--- config.mk ---
export PLATFORM = sky130hd
export DESIGN_NAME = spm_core
export DESIGN_NICKNAME = d
export VERILOG_FILES = /design/src/rtl/spm_pkg.sv /design/src/rtl/spm_fifo.sv /design/src/rtl/spm_core.sv
export SDC_FILE = /design/constraint.sdc
export NUM_CORES = 1
export LEC_CHECK = 0
export BUFFER_PORTS_ARGS = -buffer_cell sky130_fd_sc_hd__buf_2
export CAP_MARGIN = 5
export CORE_MARGIN = 1.5
export CORE_UTILIZATION = 45
export CTS_BUF_LIST = sky130_fd_sc_hd__clkbuf_4
export CTS_CLUSTER_SIZE = 40
export DETAILED_ROUTE_END_ITERATION = 10
export PLACE_DENSITY = 0.68
export SETUP_SLACK_MARGIN = 0.05
export SYNTH_ARGS = -nofsm -noshare
export SYNTH_HDL_FRONTEND = slang
export SYNTH_SLANG_ARGS = --single-unit
--- constraint.sdc ---
create_clock -name clk_sys -period 4.4 [get_ports clk_sys]
set_input_delay 0 -clock clk_sys [delete_from_list [all_inputs] [get_ports clk_sys]]
set_output_delay 0 -clock clk_sys [all_outputs]
set_load 0.005 [all_outputs]
--- src/rtl/spm_pkg.sv ---
// Shared constants and types for the serial master/slave core
package spm_pkg;
  localparam int SPM_DATA_W = 16;
  localparam int SPM_RX_DEPTH = 4;
  localparam int SPM_DLYBCT_UNIT = 32;
  localparam logic [3:0] SPM_MAX_LEN_CODE = 4'hC;
  localparam logic [4:0] SPM_MIN_BITS = 5'h04;
  localparam logic [4:0] SPM_MAX_BITS = 5'h10;
  localparam logic [3:0] SPM_PCS_IDLE = 4'hF;
  localparam logic SPM_SCLK_RST = 1'b0;
  localparam logic SPM_TX_READY_RST = 1'b1;

  // Per chip select setup: polarity, phase, length, divisor, delays
  typedef struct packed {
    logic clock_idle_polarity;
    logic clock_phase_bit;
    logic [3:0] len_code;
    logic [7:0] scbr;
    logic [7:0] dlybs;
    logic [7:0] dlybct;
  } spm_csel_cfg_t;

  // One character with its peripheral select code
  typedef struct packed {
    logic [3:0] pcs;
    logic [15:0] data;
  } spm_word_t;

  localparam int SPM_WORD_W = $bits(spm_word_t);

  typedef enum logic [2:0] {
    st_idle,
    st_gap,
    st_setup,
    st_shift,
    st_hold
  } spm_mstate_t;
endpackage

--- src/rtl/spm_fifo.sv ---
// Small synchronous FIFO with a registered read port
`timescale 1ns/10ps
module spm_fifo #(
  parameter int WIDTH = 20,
  parameter int DEPTH = 4
) (
  input wire logic clk_sys,
  input wire logic rst_n,
  input wire logic in_valid,
  input wire logic [WIDTH-1:0] in_data,
  output logic in_ready,
  output logic out_valid,
  output logic [WIDTH-1:0] out_data,
  input wire logic out_ready
);
  localparam int AW = (DEPTH > 1) ? $clog2(DEPTH) : 1;
  localparam int CW = $clog2(DEPTH + 1);

  logic [WIDTH-1:0] mem [DEPTH];
  logic [AW-1:0] wr_ptr;
  logic [AW-1:0] rd_ptr;
  logic [CW-1:0] count;
  logic do_wr;
  logic do_rd;

  // Output register counts as storage, so capacity is exactly DEPTH
  assign in_ready = (32'(count) + (out_valid ? 32'd1 : 32'd0)) < DEPTH;
  assign do_wr = in_valid && in_ready;
  assign do_rd = (count != '0) && (!out_valid || out_ready);

  always_ff @(posedge clk_sys)
  begin
    if (do_wr)
    begin
      mem[wr_ptr] <= in_data;
    end
  end

  always_ff @(posedge clk_sys or negedge rst_n)
  begin
    if (!rst_n)
    begin
      wr_ptr <= '0;
      rd_ptr <= '0;
      count <= '0;
      out_valid <= 1'b0;
      out_data <= '0;
    end
    else
    begin
      if (do_wr)
      begin
        wr_ptr <= (32'(wr_ptr) == DEPTH - 1) ? '0 : wr_ptr + 1'b1;
      end
      if (do_rd)
      begin
        rd_ptr <= (32'(rd_ptr) == DEPTH - 1) ? '0 : rd_ptr + 1'b1;
        out_data <= mem[rd_ptr];
        out_valid <= 1'b1;
      end
      else if (out_ready)
      begin
        out_valid <= 1'b0;
      end
      count <= count + CW'(do_wr) - CW'(do_rd);
    end
  end

  a_fifo_bound: assert property (@(posedge clk_sys) disable iff (!rst_n)
    (32'(count) + (out_valid ? 32'd1 : 32'd0)) <= DEPTH)
    else $error("fifo holds more than its depth");
endmodule

--- src/rtl/spm_core.sv ---
// Serial peripheral master/slave core with receive FIFO
// Overview of operation
// - Master: drive all four selects, clock and data-out; receive on data-in.
// - Slave: drive data-in, receive data-out, clock in, select 0 is slave select.
// - Slave leaves select lines 1 to 3 undriven.
// - Baud generator runs only in master mode.
// - Modes 0..3 are (pol,phase) = (0,1),(0,0),(1,1),(1,0).
// - Per-select polarity and phase choose launch and sample edges.
// - Master and slave must share polarity and phase.
// - Character length per select from 4 to 16 bits.
// - Four selects, optional external decode for 15 peripherals.
// - Per-select delays before clock and between transfers.
// - Mode fault detection can be enabled or disabled.
// - Separate receive and transmit DMA requests; chaining handled by DMA.
// - Receive FIFO holds four characters.
// - Master gives exactly one clock cycle per data bit.
// - Slave acts only while selected; master drives one select per slave unless pcs_decode is set.
// - One interrupt request output.
// - Same character settings in master and slave operation.
// - Master write to holding register starts shift out and sample in.
// - Master clock is the system clock divided by 2*(scbr+1), per-select scbr 1 to 255.
// - Character arriving at a full FIFO sets the overrun flag.
// - Selects sit high before and after each transfer.
`timescale 1ns/10ps
module spm_core (
  input wire logic clk_sys,
  input wire logic rst_n,
  input wire logic enable,
  input wire logic master_select_bit,
  input wire logic mode_fault_en,
  input wire logic variable_select,
  input wire logic pcs_decode,
  input wire logic [3:0] fixed_pcs,
  input wire logic [7:0] dly_between_cs,
  input wire spm_pkg::spm_csel_cfg_t [3:0] per_select_config,
  input wire logic tx_valid,
  input wire spm_pkg::spm_word_t tx_word,
  output logic tx_ready,
  output logic rx_valid,
  output spm_pkg::spm_word_t rx_word,
  input wire logic rx_ready,
  output logic overrun_flag,
  input wire logic overrun_clr,
  output logic mode_fault,
  input wire logic mode_fault_clr,
  output logic tx_empty,
  output logic dma_tx_req,
  output logic dma_rx_req,
  output logic irq,
  input wire logic serial_clock_in,
  output logic serial_clock_line,
  output logic serial_clock_oe,
  input wire logic mosi_in,
  output logic mosi_out,
  output logic mosi_oe,
  input wire logic miso_in,
  output logic miso_out,
  output logic miso_oe,
  input wire logic slave_select_input,
  output logic [3:0] peripheral_select_lines,
  output logic [3:0] peripheral_select_oe
);
  import spm_pkg::*;

  spm_mstate_t m_state;
  spm_word_t hold_word;
  spm_csel_cfg_t cur_cfg;
  spm_csel_cfg_t act_cfg;
  spm_word_t push_word;
  logic [3:0] sync1;
  logic [3:0] sync2;
  logic [3:0] cur_pcs;
  logic [3:0] sel_pcs;
  logic [1:0] sel_idx;
  logic [3:0] sel_cs;
  logic [15:0] tx_sh;
  logic [15:0] rx_sh;
  logic [15:0] next_rx;
  logic [4:0] bit_cnt;
  logic [4:0] act_len;
  logic [7:0] brg_cnt;
  logic [12:0] dly_cnt;
  logic brg_tick;
  logic half;
  logic s_sclk_d;
  logic s_loaded;
  logic push;
  logic fifo_in_ready;
  logic master_on;
  logic slave_on;
  logic slave_sel;
  logic m_start;
  logic s_take;
  logic lead_ev;
  logic trail_ev;
  logic sample_ev;
  logic launch_ev;
  logic char_done;
  logic din;
  logic mf_event;
  logic sclk_s;
  logic mosi_s;
  logic miso_s;
  logic nss_s;

  function automatic logic [4:0] len_of(input logic [3:0] code);
    len_of = (code > SPM_MAX_LEN_CODE) ? SPM_MAX_BITS : {1'b0, code} + SPM_MIN_BITS;
  endfunction

  // Left-justify so the first bit out is always bit 15
  function automatic logic [15:0] align(input logic [15:0] d, input logic [4:0] len);
    align = d << (SPM_MAX_BITS - len);
  endfunction

  // Pins from outside pass two flops before use
  always_ff @(posedge clk_sys or negedge rst_n)
  begin
    if (!rst_n)
    begin
      sync1 <= SPM_PCS_IDLE;
      sync2 <= SPM_PCS_IDLE;
    end
    else
    begin
      sync1 <= {slave_select_input, miso_in, mosi_in, serial_clock_in};
      sync2 <= sync1;
    end
  end

  assign sclk_s = sync2[0];
  assign mosi_s = sync2[1];
  assign miso_s = sync2[2];
  assign nss_s = sync2[3];

  assign master_on = enable && master_select_bit;
  assign slave_on = enable && !master_select_bit;
  assign slave_sel = slave_on && !nss_s;

  // Peripheral select code and the config slot it uses
  always_comb
  begin
    sel_pcs = variable_select ? hold_word.pcs : fixed_pcs;
    sel_idx = 2'h3;
    sel_cs = SPM_PCS_IDLE;
    if (pcs_decode)
    begin
      sel_idx = sel_pcs[3:2];
      sel_cs = sel_pcs;
    end
    else
    begin
      for (int i = 3; i >= 0; i--)
      begin
        if (!sel_pcs[i])
        begin
          sel_idx = 2'(i);
          sel_cs = ~(4'h1 << i);
        end
      end
    end
  end

  // Slave always runs on slot 0 so both roles share one format
  assign act_cfg = master_select_bit ? cur_cfg : per_select_config[0];
  assign act_len = len_of(act_cfg.len_code);
  assign din = master_select_bit ? miso_s : mosi_s;
  assign m_start = master_on && (m_state == st_idle) && !tx_ready && !mode_fault;
  assign mf_event = master_on && mode_fault_en && !nss_s && peripheral_select_lines[0];

  // Leading edge leaves the idle level, trailing edge returns to it
  always_comb
  begin
    if (master_select_bit)
    begin
      lead_ev = master_on && (m_state == st_shift) && brg_tick && !half;
      trail_ev = master_on && (m_state == st_shift) && brg_tick && half;
    end
    else
    begin
      lead_ev = slave_sel && (sclk_s != s_sclk_d) && (sclk_s != act_cfg.clock_idle_polarity);
      trail_ev = slave_sel && (sclk_s != s_sclk_d) && (sclk_s == act_cfg.clock_idle_polarity);
    end
    sample_ev = act_cfg.clock_phase_bit ? lead_ev : trail_ev;
    launch_ev = act_cfg.clock_phase_bit ? (trail_ev && (bit_cnt != act_len - 5'h01))
                              : (lead_ev && (bit_cnt != 5'h00));
    char_done = trail_ev && (bit_cnt == act_len - 5'h01);
    next_rx = sample_ev ? {rx_sh[14:0], din} : rx_sh;
  end

  assign s_take = slave_on && !tx_ready && ((nss_s && !s_loaded) || char_done);

  // Bit rate divider, halted outside master shifting
  always_ff @(posedge clk_sys or negedge rst_n)
  begin
    if (!rst_n)
    begin
      brg_cnt <= 8'h00;
      brg_tick <= 1'b0;
    end
    else if (!(master_on && m_state == st_shift) || brg_tick)
    begin
      brg_cnt <= 8'h00;
      brg_tick <= 1'b0;
    end
    else if (brg_cnt + 8'h01 >= cur_cfg.scbr)
    begin
      brg_cnt <= 8'h00;
      brg_tick <= 1'b1;
    end
    else
    begin
      brg_cnt <= brg_cnt + 8'h01;
    end
  end

  // Master sequencer: select gap, setup delay, shifting, hold delay
  always_ff @(posedge clk_sys or negedge rst_n)
  begin
    if (!rst_n)
    begin
      m_state <= st_idle;
      dly_cnt <= 13'h0000;
      cur_cfg <= '0;
      cur_pcs <= SPM_PCS_IDLE;
    end
    else if (!master_on || mf_event)
    begin
      m_state <= st_idle;
    end
    else
    begin
      unique case (m_state)
        st_idle:
        begin
          if (m_start)
          begin
            cur_cfg <= per_select_config[sel_idx];
            cur_pcs <= sel_cs;
            dly_cnt <= {5'h00, dly_between_cs};
            m_state <= st_gap;
          end
        end
        st_gap:
        begin
          if (dly_cnt == 13'h0000)
          begin
            dly_cnt <= {5'h00, cur_cfg.dlybs};
            m_state <= st_setup;
          end
          else
          begin
            dly_cnt <= dly_cnt - 13'h0001;
          end
        end
        st_setup:
        begin
          if (dly_cnt == 13'h0000)
          begin
            m_state <= st_shift;
          end
          else
          begin
            dly_cnt <= dly_cnt - 13'h0001;
          end
        end
        st_shift:
        begin
          if (char_done)
          begin
            dly_cnt <= 13'(int'(cur_cfg.dlybct) * SPM_DLYBCT_UNIT);
            m_state <= st_hold;
          end
        end
        st_hold:
        begin
          if (dly_cnt == 13'h0000)
          begin
            m_state <= st_idle;
          end
          else
          begin
            dly_cnt <= dly_cnt - 13'h0001;
          end
        end
      endcase
    end
  end

  // Shift registers and serial clock
  always_ff @(posedge clk_sys or negedge rst_n)
  begin
    if (!rst_n)
    begin
      tx_sh <= 16'h0000;
      rx_sh <= 16'h0000;
      bit_cnt <= 5'h00;
      half <= 1'b0;
      serial_clock_line <= SPM_SCLK_RST;
      s_sclk_d <= SPM_SCLK_RST;
      s_loaded <= 1'b0;
      push <= 1'b0;
      push_word <= '0;
    end
    else
    begin
      s_sclk_d <= sclk_s;
      push <= char_done;
      push_word <= {(master_select_bit ? cur_pcs : 4'h0), next_rx};
      if (m_start)
      begin
        tx_sh <= align(hold_word.data, len_of(per_select_config[sel_idx].len_code));
        rx_sh <= 16'h0000;
        bit_cnt <= 5'h00;
        half <= 1'b0;
        serial_clock_line <= per_select_config[sel_idx].clock_idle_polarity;
      end
      else if (slave_on && nss_s)
      begin
        rx_sh <= 16'h0000;
        bit_cnt <= 5'h00;
      end
      else
      begin
        rx_sh <= char_done ? 16'h0000 : next_rx;
        if (launch_ev)
        begin
          tx_sh <= {tx_sh[14:0], 1'b0};
        end
        if (lead_ev)
        begin
          half <= 1'b1;
          serial_clock_line <= ~cur_cfg.clock_idle_polarity;
        end
        if (trail_ev)
        begin
          half <= 1'b0;
          serial_clock_line <= cur_cfg.clock_idle_polarity;
          bit_cnt <= char_done ? 5'h00 : bit_cnt + 5'h01;
        end
      end
      if (s_take)
      begin
        tx_sh <= align(hold_word.data, act_len);
        s_loaded <= 1'b1;
      end
      else if (char_done || !slave_on)
      begin
        s_loaded <= 1'b0;
      end
    end
  end

  assign mosi_out = tx_sh[15];
  assign miso_out = tx_sh[15];

  // Transmit holding register; freed once moved into the shifter
  always_ff @(posedge clk_sys or negedge rst_n)
  begin
    if (!rst_n)
    begin
      tx_ready <= SPM_TX_READY_RST;
      hold_word <= '0;
    end
    else if (tx_valid && tx_ready)
    begin
      tx_ready <= 1'b0;
      hold_word <= tx_word;
    end
    else if (m_start || s_take)
    begin
      tx_ready <= 1'b1;
    end
  end

  // Pin direction per role
  always_ff @(posedge clk_sys or negedge rst_n)
  begin
    if (!rst_n)
    begin
      peripheral_select_lines <= SPM_PCS_IDLE;
      peripheral_select_oe <= 4'h0;
      serial_clock_oe <= 1'b0;
      mosi_oe <= 1'b0;
      miso_oe <= 1'b0;
    end
    else
    begin
      peripheral_select_oe <= master_on ? 4'hF : 4'h0;
      serial_clock_oe <= master_on;
      mosi_oe <= master_on;
      miso_oe <= slave_sel;
      if (master_on && (m_state == st_setup || m_state == st_shift || m_state == st_hold))
      begin
        peripheral_select_lines <= cur_pcs;
      end
      else
      begin
        peripheral_select_lines <= SPM_PCS_IDLE;
      end
    end
  end

  // Dropped characters on overrun; the flag tells software to recover
  spm_fifo #(
    .WIDTH(SPM_WORD_W),
    .DEPTH(SPM_RX_DEPTH)
  ) u_rx_fifo (
    .clk_sys(clk_sys),
    .rst_n(rst_n),
    .in_valid(push),
    .in_data(push_word),
    .in_ready(fifo_in_ready),
    .out_valid(rx_valid),
    .out_data(rx_word),
    .out_ready(rx_ready)
  );

  // Sticky flags, set wins over clear; status and requests
  always_ff @(posedge clk_sys or negedge rst_n)
  begin
    if (!rst_n)
    begin
      overrun_flag <= 1'b0;
      mode_fault <= 1'b0;
      tx_empty <= 1'b1;
      dma_tx_req <= 1'b0;
      dma_rx_req <= 1'b0;
      irq <= 1'b0;
    end
    else
    begin
      overrun_flag <= (push && !fifo_in_ready) || (overrun_flag && !overrun_clr);
      mode_fault <= mf_event || (mode_fault && !mode_fault_clr);
      tx_empty <= tx_ready && (m_state == st_idle);
      dma_tx_req <= enable && tx_ready && !(tx_valid && tx_ready);
      dma_rx_req <= enable && rx_valid && !rx_ready;
      irq <= enable && (overrun_flag || mode_fault || rx_valid);
    end
  end

  // Checks
  logic [4:0] edge_cnt;

  always_ff @(posedge clk_sys or negedge rst_n)
  begin
    if (!rst_n)
    begin
      edge_cnt <= 5'h00;
    end
    else if (m_start)
    begin
      edge_cnt <= 5'h00;
    end
    else if (master_select_bit && lead_ev)
    begin
      edge_cnt <= edge_cnt + 5'h01;
    end
  end

  a_master_pins: assert property (@(posedge clk_sys) disable iff (!rst_n)
    $past(master_on) |-> (serial_clock_oe && mosi_oe && !miso_oe && peripheral_select_oe == 4'hF))
    else $error("master pin directions wrong");
  a_slave_pins: assert property (@(posedge clk_sys) disable iff (!rst_n)
    $past(slave_on) |-> (!serial_clock_oe && !mosi_oe && !peripheral_select_oe[0]))
    else $error("slave pin directions wrong");
  a_slave_free_cs: assert property (@(posedge clk_sys) disable iff (!rst_n)
    $past(!master_on) |-> (peripheral_select_oe[3:1] == 3'h0))
    else $error("slave drives spare selects");
  a_no_baud_slave: assert property (@(posedge clk_sys) disable iff (!rst_n)
    !master_select_bit |=> !brg_tick)
    else $error("baud generator ran in slave mode");
  a_bits_per_char: assert property (@(posedge clk_sys) disable iff (!rst_n)
    (master_on && m_state == st_shift && char_done) |-> (edge_cnt == act_len))
    else $error("clock count differs from character length");
  a_overrun_set: assert property (@(posedge clk_sys) disable iff (!rst_n)
    (push && !fifo_in_ready) |=> overrun_flag)
    else $error("overrun not flagged");
  a_cs_idle_high: assert property (@(posedge clk_sys) disable iff (!rst_n)
    (m_state == st_idle && $past(m_state) == st_idle) |-> (peripheral_select_lines == 4'hF))
    else $error("select low outside a transfer");
  a_cs_one_low: assert property (@(posedge clk_sys) disable iff (!rst_n)
    !pcs_decode |-> ($countones(~peripheral_select_lines) <= 1))
    else $error("more than one select low");
  a_sclk_idle: assert property (@(posedge clk_sys) disable iff (!rst_n)
    (master_on && m_state == st_setup) |-> (serial_clock_line == cur_cfg.clock_idle_polarity))
    else $error("clock not at idle level before shifting");
  a_start_frees: assert property (@(posedge clk_sys) disable iff (!rst_n)
    m_start |=> (tx_ready && m_state == st_gap))
    else $error("write did not start a transfer");

  c_master_char: cover property (@(posedge clk_sys) disable iff (!rst_n)
    master_on && char_done);
  c_slave_char: cover property (@(posedge clk_sys) disable iff (!rst_n)
    slave_on && char_done);
  c_overrun: cover property (@(posedge clk_sys) disable iff (!rst_n)
    push && !fifo_in_ready);
  c_mode_fault: cover property (@(posedge clk_sys) disable iff (!rst_n) mf_event);
endmodule

---- Word level (Yosys, flattened, before mapping) ----
Memory sizes are Yosys's and may differ from the RTL's. A register that Yosys moved wholly into a read port is not among the register bits.
Index checks and enable logic that the tools add are counted.
word-level totals
  flip-flop bits (word level) ............. 174
  bits in writable memories ............... 80
  input bits .............................. 167
  output and inout bits ................... 42
  logic and storage cells ................. 235
  memories ................................ 1
memories
  memory         words  bits a word  read ports  clocked after Yosys merged registers in  wr ports  RTL line        source
  u_rx_fifo.mem  4      20           1           1                                        1         spm_fifo.sv:19  logic [WIDTH-1:0] mem [DEPTH];
cells by class
  add/subtract/negate cells ............... 13
  order comparisons ....................... 5
  eq/ne operators ......................... 21
  shift-type cells ........................ 2
  muxes and demuxes ....................... 70
  bitwise gates (word level) .............. 2
  reductions and logical operators ........ 81
operator list
  operator                                                      number
  two-way mux 16 bit                                            8
  binary-select mux 30 bit (select 2 bit)                       1
  two-way mux 30 bit                                            2
  two-way mux 13 bit                                            4
  one-hot mux 13 bit (4 select lines)                           1
  logical AND 1 bit                                             36
  two-way mux 4 bit                                             9
  adder 3 x 32 -> 32 bit                                        1
  less-than comparator 32 x 3 -> 1 bit (second input constant)  1
  << shifter 16 x 5 -> 16 bit                                   2
  two-way mux 5 bit                                             6
  two-way mux 1 bit                                             25
  two-way mux 3 bit                                             6
  inequality test 3 bit (second input constant)                 6
  logical NOT 1 bit                                             16
  two-way mux 8 bit                                             2
  one-hot mux 3 bit (5 select lines)                            1
  logical NOT 13 bit                                            1
  subtractor 13 x 1 -> 13 bit (second input constant)           1
  logical OR 1 bit                                              12
  nonzero test 3 bit                                            4
  adder 4 x 3 -> 5 bit (second input constant)                  2
  two-way mux 2 bit                                             5
  subtractor 5 bit (first input constant)                       2
  27 further kinds                                              40

---- Depth between registers and ports, before layout ----
  word-level depth ........................ 13
  mapped depth ............................ 23
  depth with buffers taken out ............ 18

---- Cells and area by module ----
From an unflattened synthesis, not the netlist that was laid out.
second synthesis, totals
  cell total of the unflattened synthesis .. 1,247
  area, all modules ....................... 13,903.3 um2
modules (own cells, without submodules)
  module    instances  cells an instance  area each (um2)  sequential area each (um2)
  spm_core  1          1,055              9,685.5          4,076.4
  spm_fifo  1          192                4,217.8          3,103.0

---- Least setup slack after synthesis ----
No wires, ideal clock.
  kind .................................... reg2reg
  from .................................... register hold_word[17] in the netlist's numbering
  to ...................................... register tx_sh[8]
  setup time .............................. 0.126 ns
  data arrival time ....................... 4.044 ns
  data required time ...................... 4.274 ns
  setup slack ............................. 0.230 ns
  cell stages (with the launch flop) ...... 18
  buffers on the path ..................... 4
  period minus slack after synthesis ...... 4.170 ns
  cell sequence ........................... dfrtp_1 > nand2_1 > a221oi_4 > mux2i_1 > mux2i_4 > ha_1 > inv_1 > and3_1 > buf_2 > buf_6 > inv_1 > ha_1 > clkbuf_1 > clkbuf_1 > mux4_2 > o21ai_0 > a21oi_1 > o32a_1
between the ends
  cells in the longest elaborated chain, start to end .. 12
  elaborated cells between the ends (all ways) .. 13
  classes of those cells .................. 2 x add/sub; 1 x order compare; 1 x shift; 9 x mux
RTL lines
  what                                                               RTL line         source
  start: declaration                                                 spm_core.sv:66   spm_word_t hold_word;
  start signal: assignment                                           spm_core.sv:367  hold_word <= tx_word;
  two-way mux 4 bit (*)                                              spm_core.sv:142  sel_pcs = variable_select ? hold_word.pcs : fixed_pcs;
  two-way mux 2 bit (*) (2 in series)                                spm_core.sv:154  if (!sel_pcs[i])
  two-way mux 2 bit (*)                                              spm_core.sv:145  if (pcs_decode)
  binary-select mux 30 bit (select 2 bit) (*)                        spm_core.sv:311  tx_sh <= align(hold_word.data, len_of(per_select_config[sel_idx].len_code));
  two-way mux 30 bit (*)                                             -
  adder 4 x 3 -> 5 bit / > comparator 4 bit (equally long branches)  spm_core.sv:107  len_of = (code > SPM_MAX_LEN_CODE) ? SPM_MAX_BITS : {1'b0, code} + SPM_MIN_BITS;
  two-way mux 5 bit (*)                                              spm_core.sv:107
  subtractor 5 bit (*)                                               spm_core.sv:112  align = d << (SPM_MAX_BITS - len);
  << shifter 16 x 5 -> 16 bit (*)                                    spm_core.sv:112
  two-way mux 16 bit (*)                                             spm_core.sv:309  if (m_start)
  two-way mux 16 bit (*)                                             spm_core.sv:341  if (s_take)
  end signal: assignment                                             spm_core.sv:311
  end signal: assignment                                             spm_core.sv:327  tx_sh <= {tx_sh[14:0], 1'b0};
  end signal: assignment                                             spm_core.sv:343  tx_sh <= align(hold_word.data, act_len);
  end: declaration                                                   spm_core.sv:76   logic [15:0] tx_sh;
Every way passes the cells marked *; elsewhere a longest branch is shown, timed or not. The select of a mux whose other input is x is not followed.
A chain may end at the register's enable or synchronous reset.

---- Final worst setup path ----
  from .................................... register hold_word[17] in the netlist's numbering
  to ...................................... register tx_sh[14]
The elaborated chain is that of the path after synthesis.

==> metrics.md <==
| Metric | Value |
|---|---|
| Status | `complete, no violations` |
| Final setup vio count | `0` |
| WHS Path Cells | `3` |
| LEAKAGE | `~7.9 nW` |
| Floorplan row count | `63` |
| Post-synthesis async set-or-reset flop share | `0.704` |
| CP Cell Sequence | `nand2_1 -> a221oi_4 -> nand2_1 -> and3_1 -> a31oi_1 -> ha_1 -> inv_1 -> and3_1 -> inv_1 -> ha_2 -> inv_1 -> a2111oi_2 -> a311oi_4 -> buf_4 -> mux2i_1 -> a21oi_1 -> a21o_1` |
| Vias | `about 11000` |
| Syn_area_per_cell | `about 11 sq um` |
| Area grow syn2layout | `28.4%` |
| Number of synthesized flops with an enable pin | `80` |
| DR iter-0 viols | `between 700 and 800` |
| WL per Instance | `approximately 17 microns` |
| Detailed-route vias per instance | `5.33` |
| Filler cells | `approximately 2500` |
| Worst path most repeated cell | `inv_1` |
| Layout cell share with drive strength beyond 1 | `0.285` |
| GPL Wtd Cong | `slightly above 0.9` |
| Final Max Slew Viols | `0` |
| Cell Count Post-Placement | `about 1800` |
| Initial Util | `0.461` |
| First-pass iteration count of the detailed router | `5` |
| Startpoint types | `flop` |
| Final cell count without fillers | `roughly 2100` |
| Post-route setup TNS | `0 ps` |
| Routed length on met2 | `roughly 17000 microns` |
| Clk sinks | `between 200 and 300` |
| Crit path largest cell delay | `460 ps` |
| Max-Cap Viols | `0` |
| Share of the synthesized area in the top cell type | `0.312` |
| Clock Pin Slew Worst Setup and Hold Paths | `~70 ps` |
| CTS tree | `yes` |
| Area leader, netlist | `dfrtp_1` |
| Area of the multi-input gates | `6200 sq um` |
| HPWL after DPL | `approximately 24000 microns` |
| Met3 wire len | `2050 microns` |
| Vias in the first global route | `between 10000 and 15000` |
| Most used flip-flop cell after synthesis | `dfrtp_1` |
| Port Buf Inserts | `between 200 and 250` |
| Post-synth net total | `approximately 1500` |
| Clock Path Buffers | `3` |
| Postcts setup bufs | `0` |
| #FFs+latches synth | `270` |
| Grt total ovfl | `0` |
| Synth cell types | `71` |
| Crit path time final | `~3900 ps` |
| Max-slew headroom | `0.236` |
| Reg2Reg Depth | `17` |
| Worst EP arrival | `~4500 ps` |
| Final Hold Vio Count | `0` |
| H-tree level count | `3` |
| Worst-skew pair later-pin latency | `approximately 700 ps` |
| Least-Margin Pin Slew | `approximately 1100 ps` |
| Post-synthesis cell area | `between 10000 and 15000 sq um` |
| # DRC | `0` |
| I/O pin cnt | `approximately 210` |
| Total track usage | `0.231` |
| Post-Route WL | `35500 microns` |
| Req. time, crit path | `a little under 5000 ps` |
| HP Class | `input port to flop` |
| Worst setup path category | `flop to flop` |
| Met1 WL | `15600 microns` |
| Critical Path End Type | `flop` |
| Top Metal Used | `met5` |
| Pin count of the biggest net entering global routing | `110` |
| Die Y | `~180 microns` |
| Post-Synthesis Cells | `1268` |
| Crit-path max FO | `18` |
| Die area | `31800 sq um` |
| RSZ-0062 raised after global routing | `false` |
| Synth area leaders | `dfrtp_1, edfxtp_1, nand2_1, mux4_2, mux2_2` |
| Register Area | `roughly 7000 sq um` |
| Slowest cell on crit path | `a2111oi_2` |
| First-pass GRT wire length | `approximately 58000 microns` |
| Initial antenna violation count | `2` |
| Yosys warning count | `0` |
| Chip width | `around 180 microns` |
| Tcrit/Tclk final | `0.894` |
| Sequential area share after synthesis | `0.520` |
| VDD IR max | `0.475 mV` |
| Nets@finish | `between 1500 and 2000` |
| Core Box Area | `approximately 30000 sq um` |
| Number of routed nets with antenna violations | `0` |
| Num CTS Buffers | `74` |
| Fin util | `0.592` |
| Clk_skew | `approximately 52 ps` |
| Power Density | `about 570 nW/um^2` |
| Clk root buf | `clkbuf_4` |
| Max Clk Rate | `approximately 0.25 GHz` |
[synthesized netlist by cell type, drive strengths merged (5+ instances only)]
cell type    n
a211oi       8
a21o        15
a21oi       31
a221oi       5
a22oi        6
a31oi        8
and2         9
and3        12
buf         23
clkbuf      44
dfrtp      172
dfstp       18
edfxtp      80
ha          27
inv         35
mux2        63
mux2i       53
mux4        35
nand2      232
nand2b      14
nand3       95
nand4        6
nor2        56
nor2b       30
nor3        19
o21a         5
o21ai       76
o22a         7
o2bb2ai      5
xnor2       12
xor2        10
[layout make-up]
cell class | count | area share
Antenna cell | 2 | 0.000282
Inverter | 36 | 0.00762
Sequential cell | 270 | 0.405
Timing Repair Buffer | 379 | 0.154
Clock buffer | 113 | 0.0478
Tap cell | 390 | 0.0275
Clock inverter | 24 | 0.00839
Multi-Input combinational cell | 895 | 0.350
[layout by cell type (no fill, tap or decap), types with 18 or more instances in the layout]
master         netlist  layout
nand2_1            232     232
buf_2                6     207
dfrtp_1            172     172
dlygate4sd3_1        0     147
clkbuf_4             0     113
nand3_1             93      93
edfxtp_1            80      80
o21ai_0             74      74
mux2_2              63      63
nor2_1              56      54
mux2i_1             51      50
inv_1               35      35
mux4_2              35      35
nor2b_1             30      30
a21oi_1             31      30
ha_1                27      26
buf_4               10      22
nor3_1              19      19
dfstp_2             18      18
[layer usage]
layer,track usage,up-vias
met5,0,-
met4,0.0823,2
met3,0.0499,71
met2,0.383,439
met1,0.299,5342
li1,-,5382
[report_power, final]
part           internal (mW)  total [mW]  leakage [nW]  switching, mW
clock                   1.25        2.32         0.590           1.06
sequential              3.13        3.65          3.18          0.514
combinational           1.95        4.07          4.16           2.12
[final timing paths]
check                         startpoint  slack [ps]           end
min in group asynchronous          rst_n         470      sync2[1]
max reg2reg                hold_word[17]         460     tx_sh[14]
min                          overrun_clr          40  overrun_flag
max in group asynchronous          rst_n        3270  hold_word[4]
max                        hold_word[17]         460     tx_sh[14]
min reg2reg                     sync1[2]         360      sync2[2]
[state kept, by name, indices dropped and copies added (netlist names), 2 cells and up]
name and flops:
u_rx_fifo.out_data 20, cur_cfg 30, bit_cnt 5, sync2 4, rx_sh 16, u_rx_fifo.count 3
u_rx_fifo.mem 80, cur_pcs 4, sync1 4, tx_sh 16, dly_cnt 13, hold_word 20
push_word 20, u_rx_fifo.rd_ptr 2, m_state 3, peripheral_select_lines 4, brg_cnt 8, u_rx_fifo.wr_ptr 2
[critical path, delay by kind of cell, from the launching register on]
| family | cells | cell delay [ps] |
|---|---|---|
| flops | 1 | 390 |
| buf+inv | 4 | 530 |
| simple gates | 4 | 570 |
| mux | 1 | 230 |
| fa+ha+maj | 2 | 520 |
| compound gates | 6 | 1550 |
[repair_timing]
| action | CTS | global route |
|---|---|---|
| endpoints found under the hold margin | 210 | 0 |
| hold buffers | 148 | 0 |
| resized for setup | 0 | 2 |
| setup endpoints to repair | 0 | 11 |
[stage by stage]
step	instance area [sq um]	hold slack, ps	power, mW	setup slack (ps)
CTS	17700	11.3	10.1	309
global route	17700	30.3	10.7	74.2
floorplan	13800	-296	6.36	230
detailed placement	15200	87.6	7.48	235
global placement	15200	83.7	7.42	482
finish	17700	42.4	10.0	464
[kinds of logic after synthesis]
group | synth area share
XOR/XNOR | 0.0139
multiplexers | 0.148
AND/OR/NAND/NOR | 0.164
buffers and inverters | 0.0329
AO/OA/AOI/OAI | 0.0958
adder cells (fa/ha/maj) | 0.0259
flip-flops | 0.520
No activity file was read; power rests on OpenSTA's default activity.
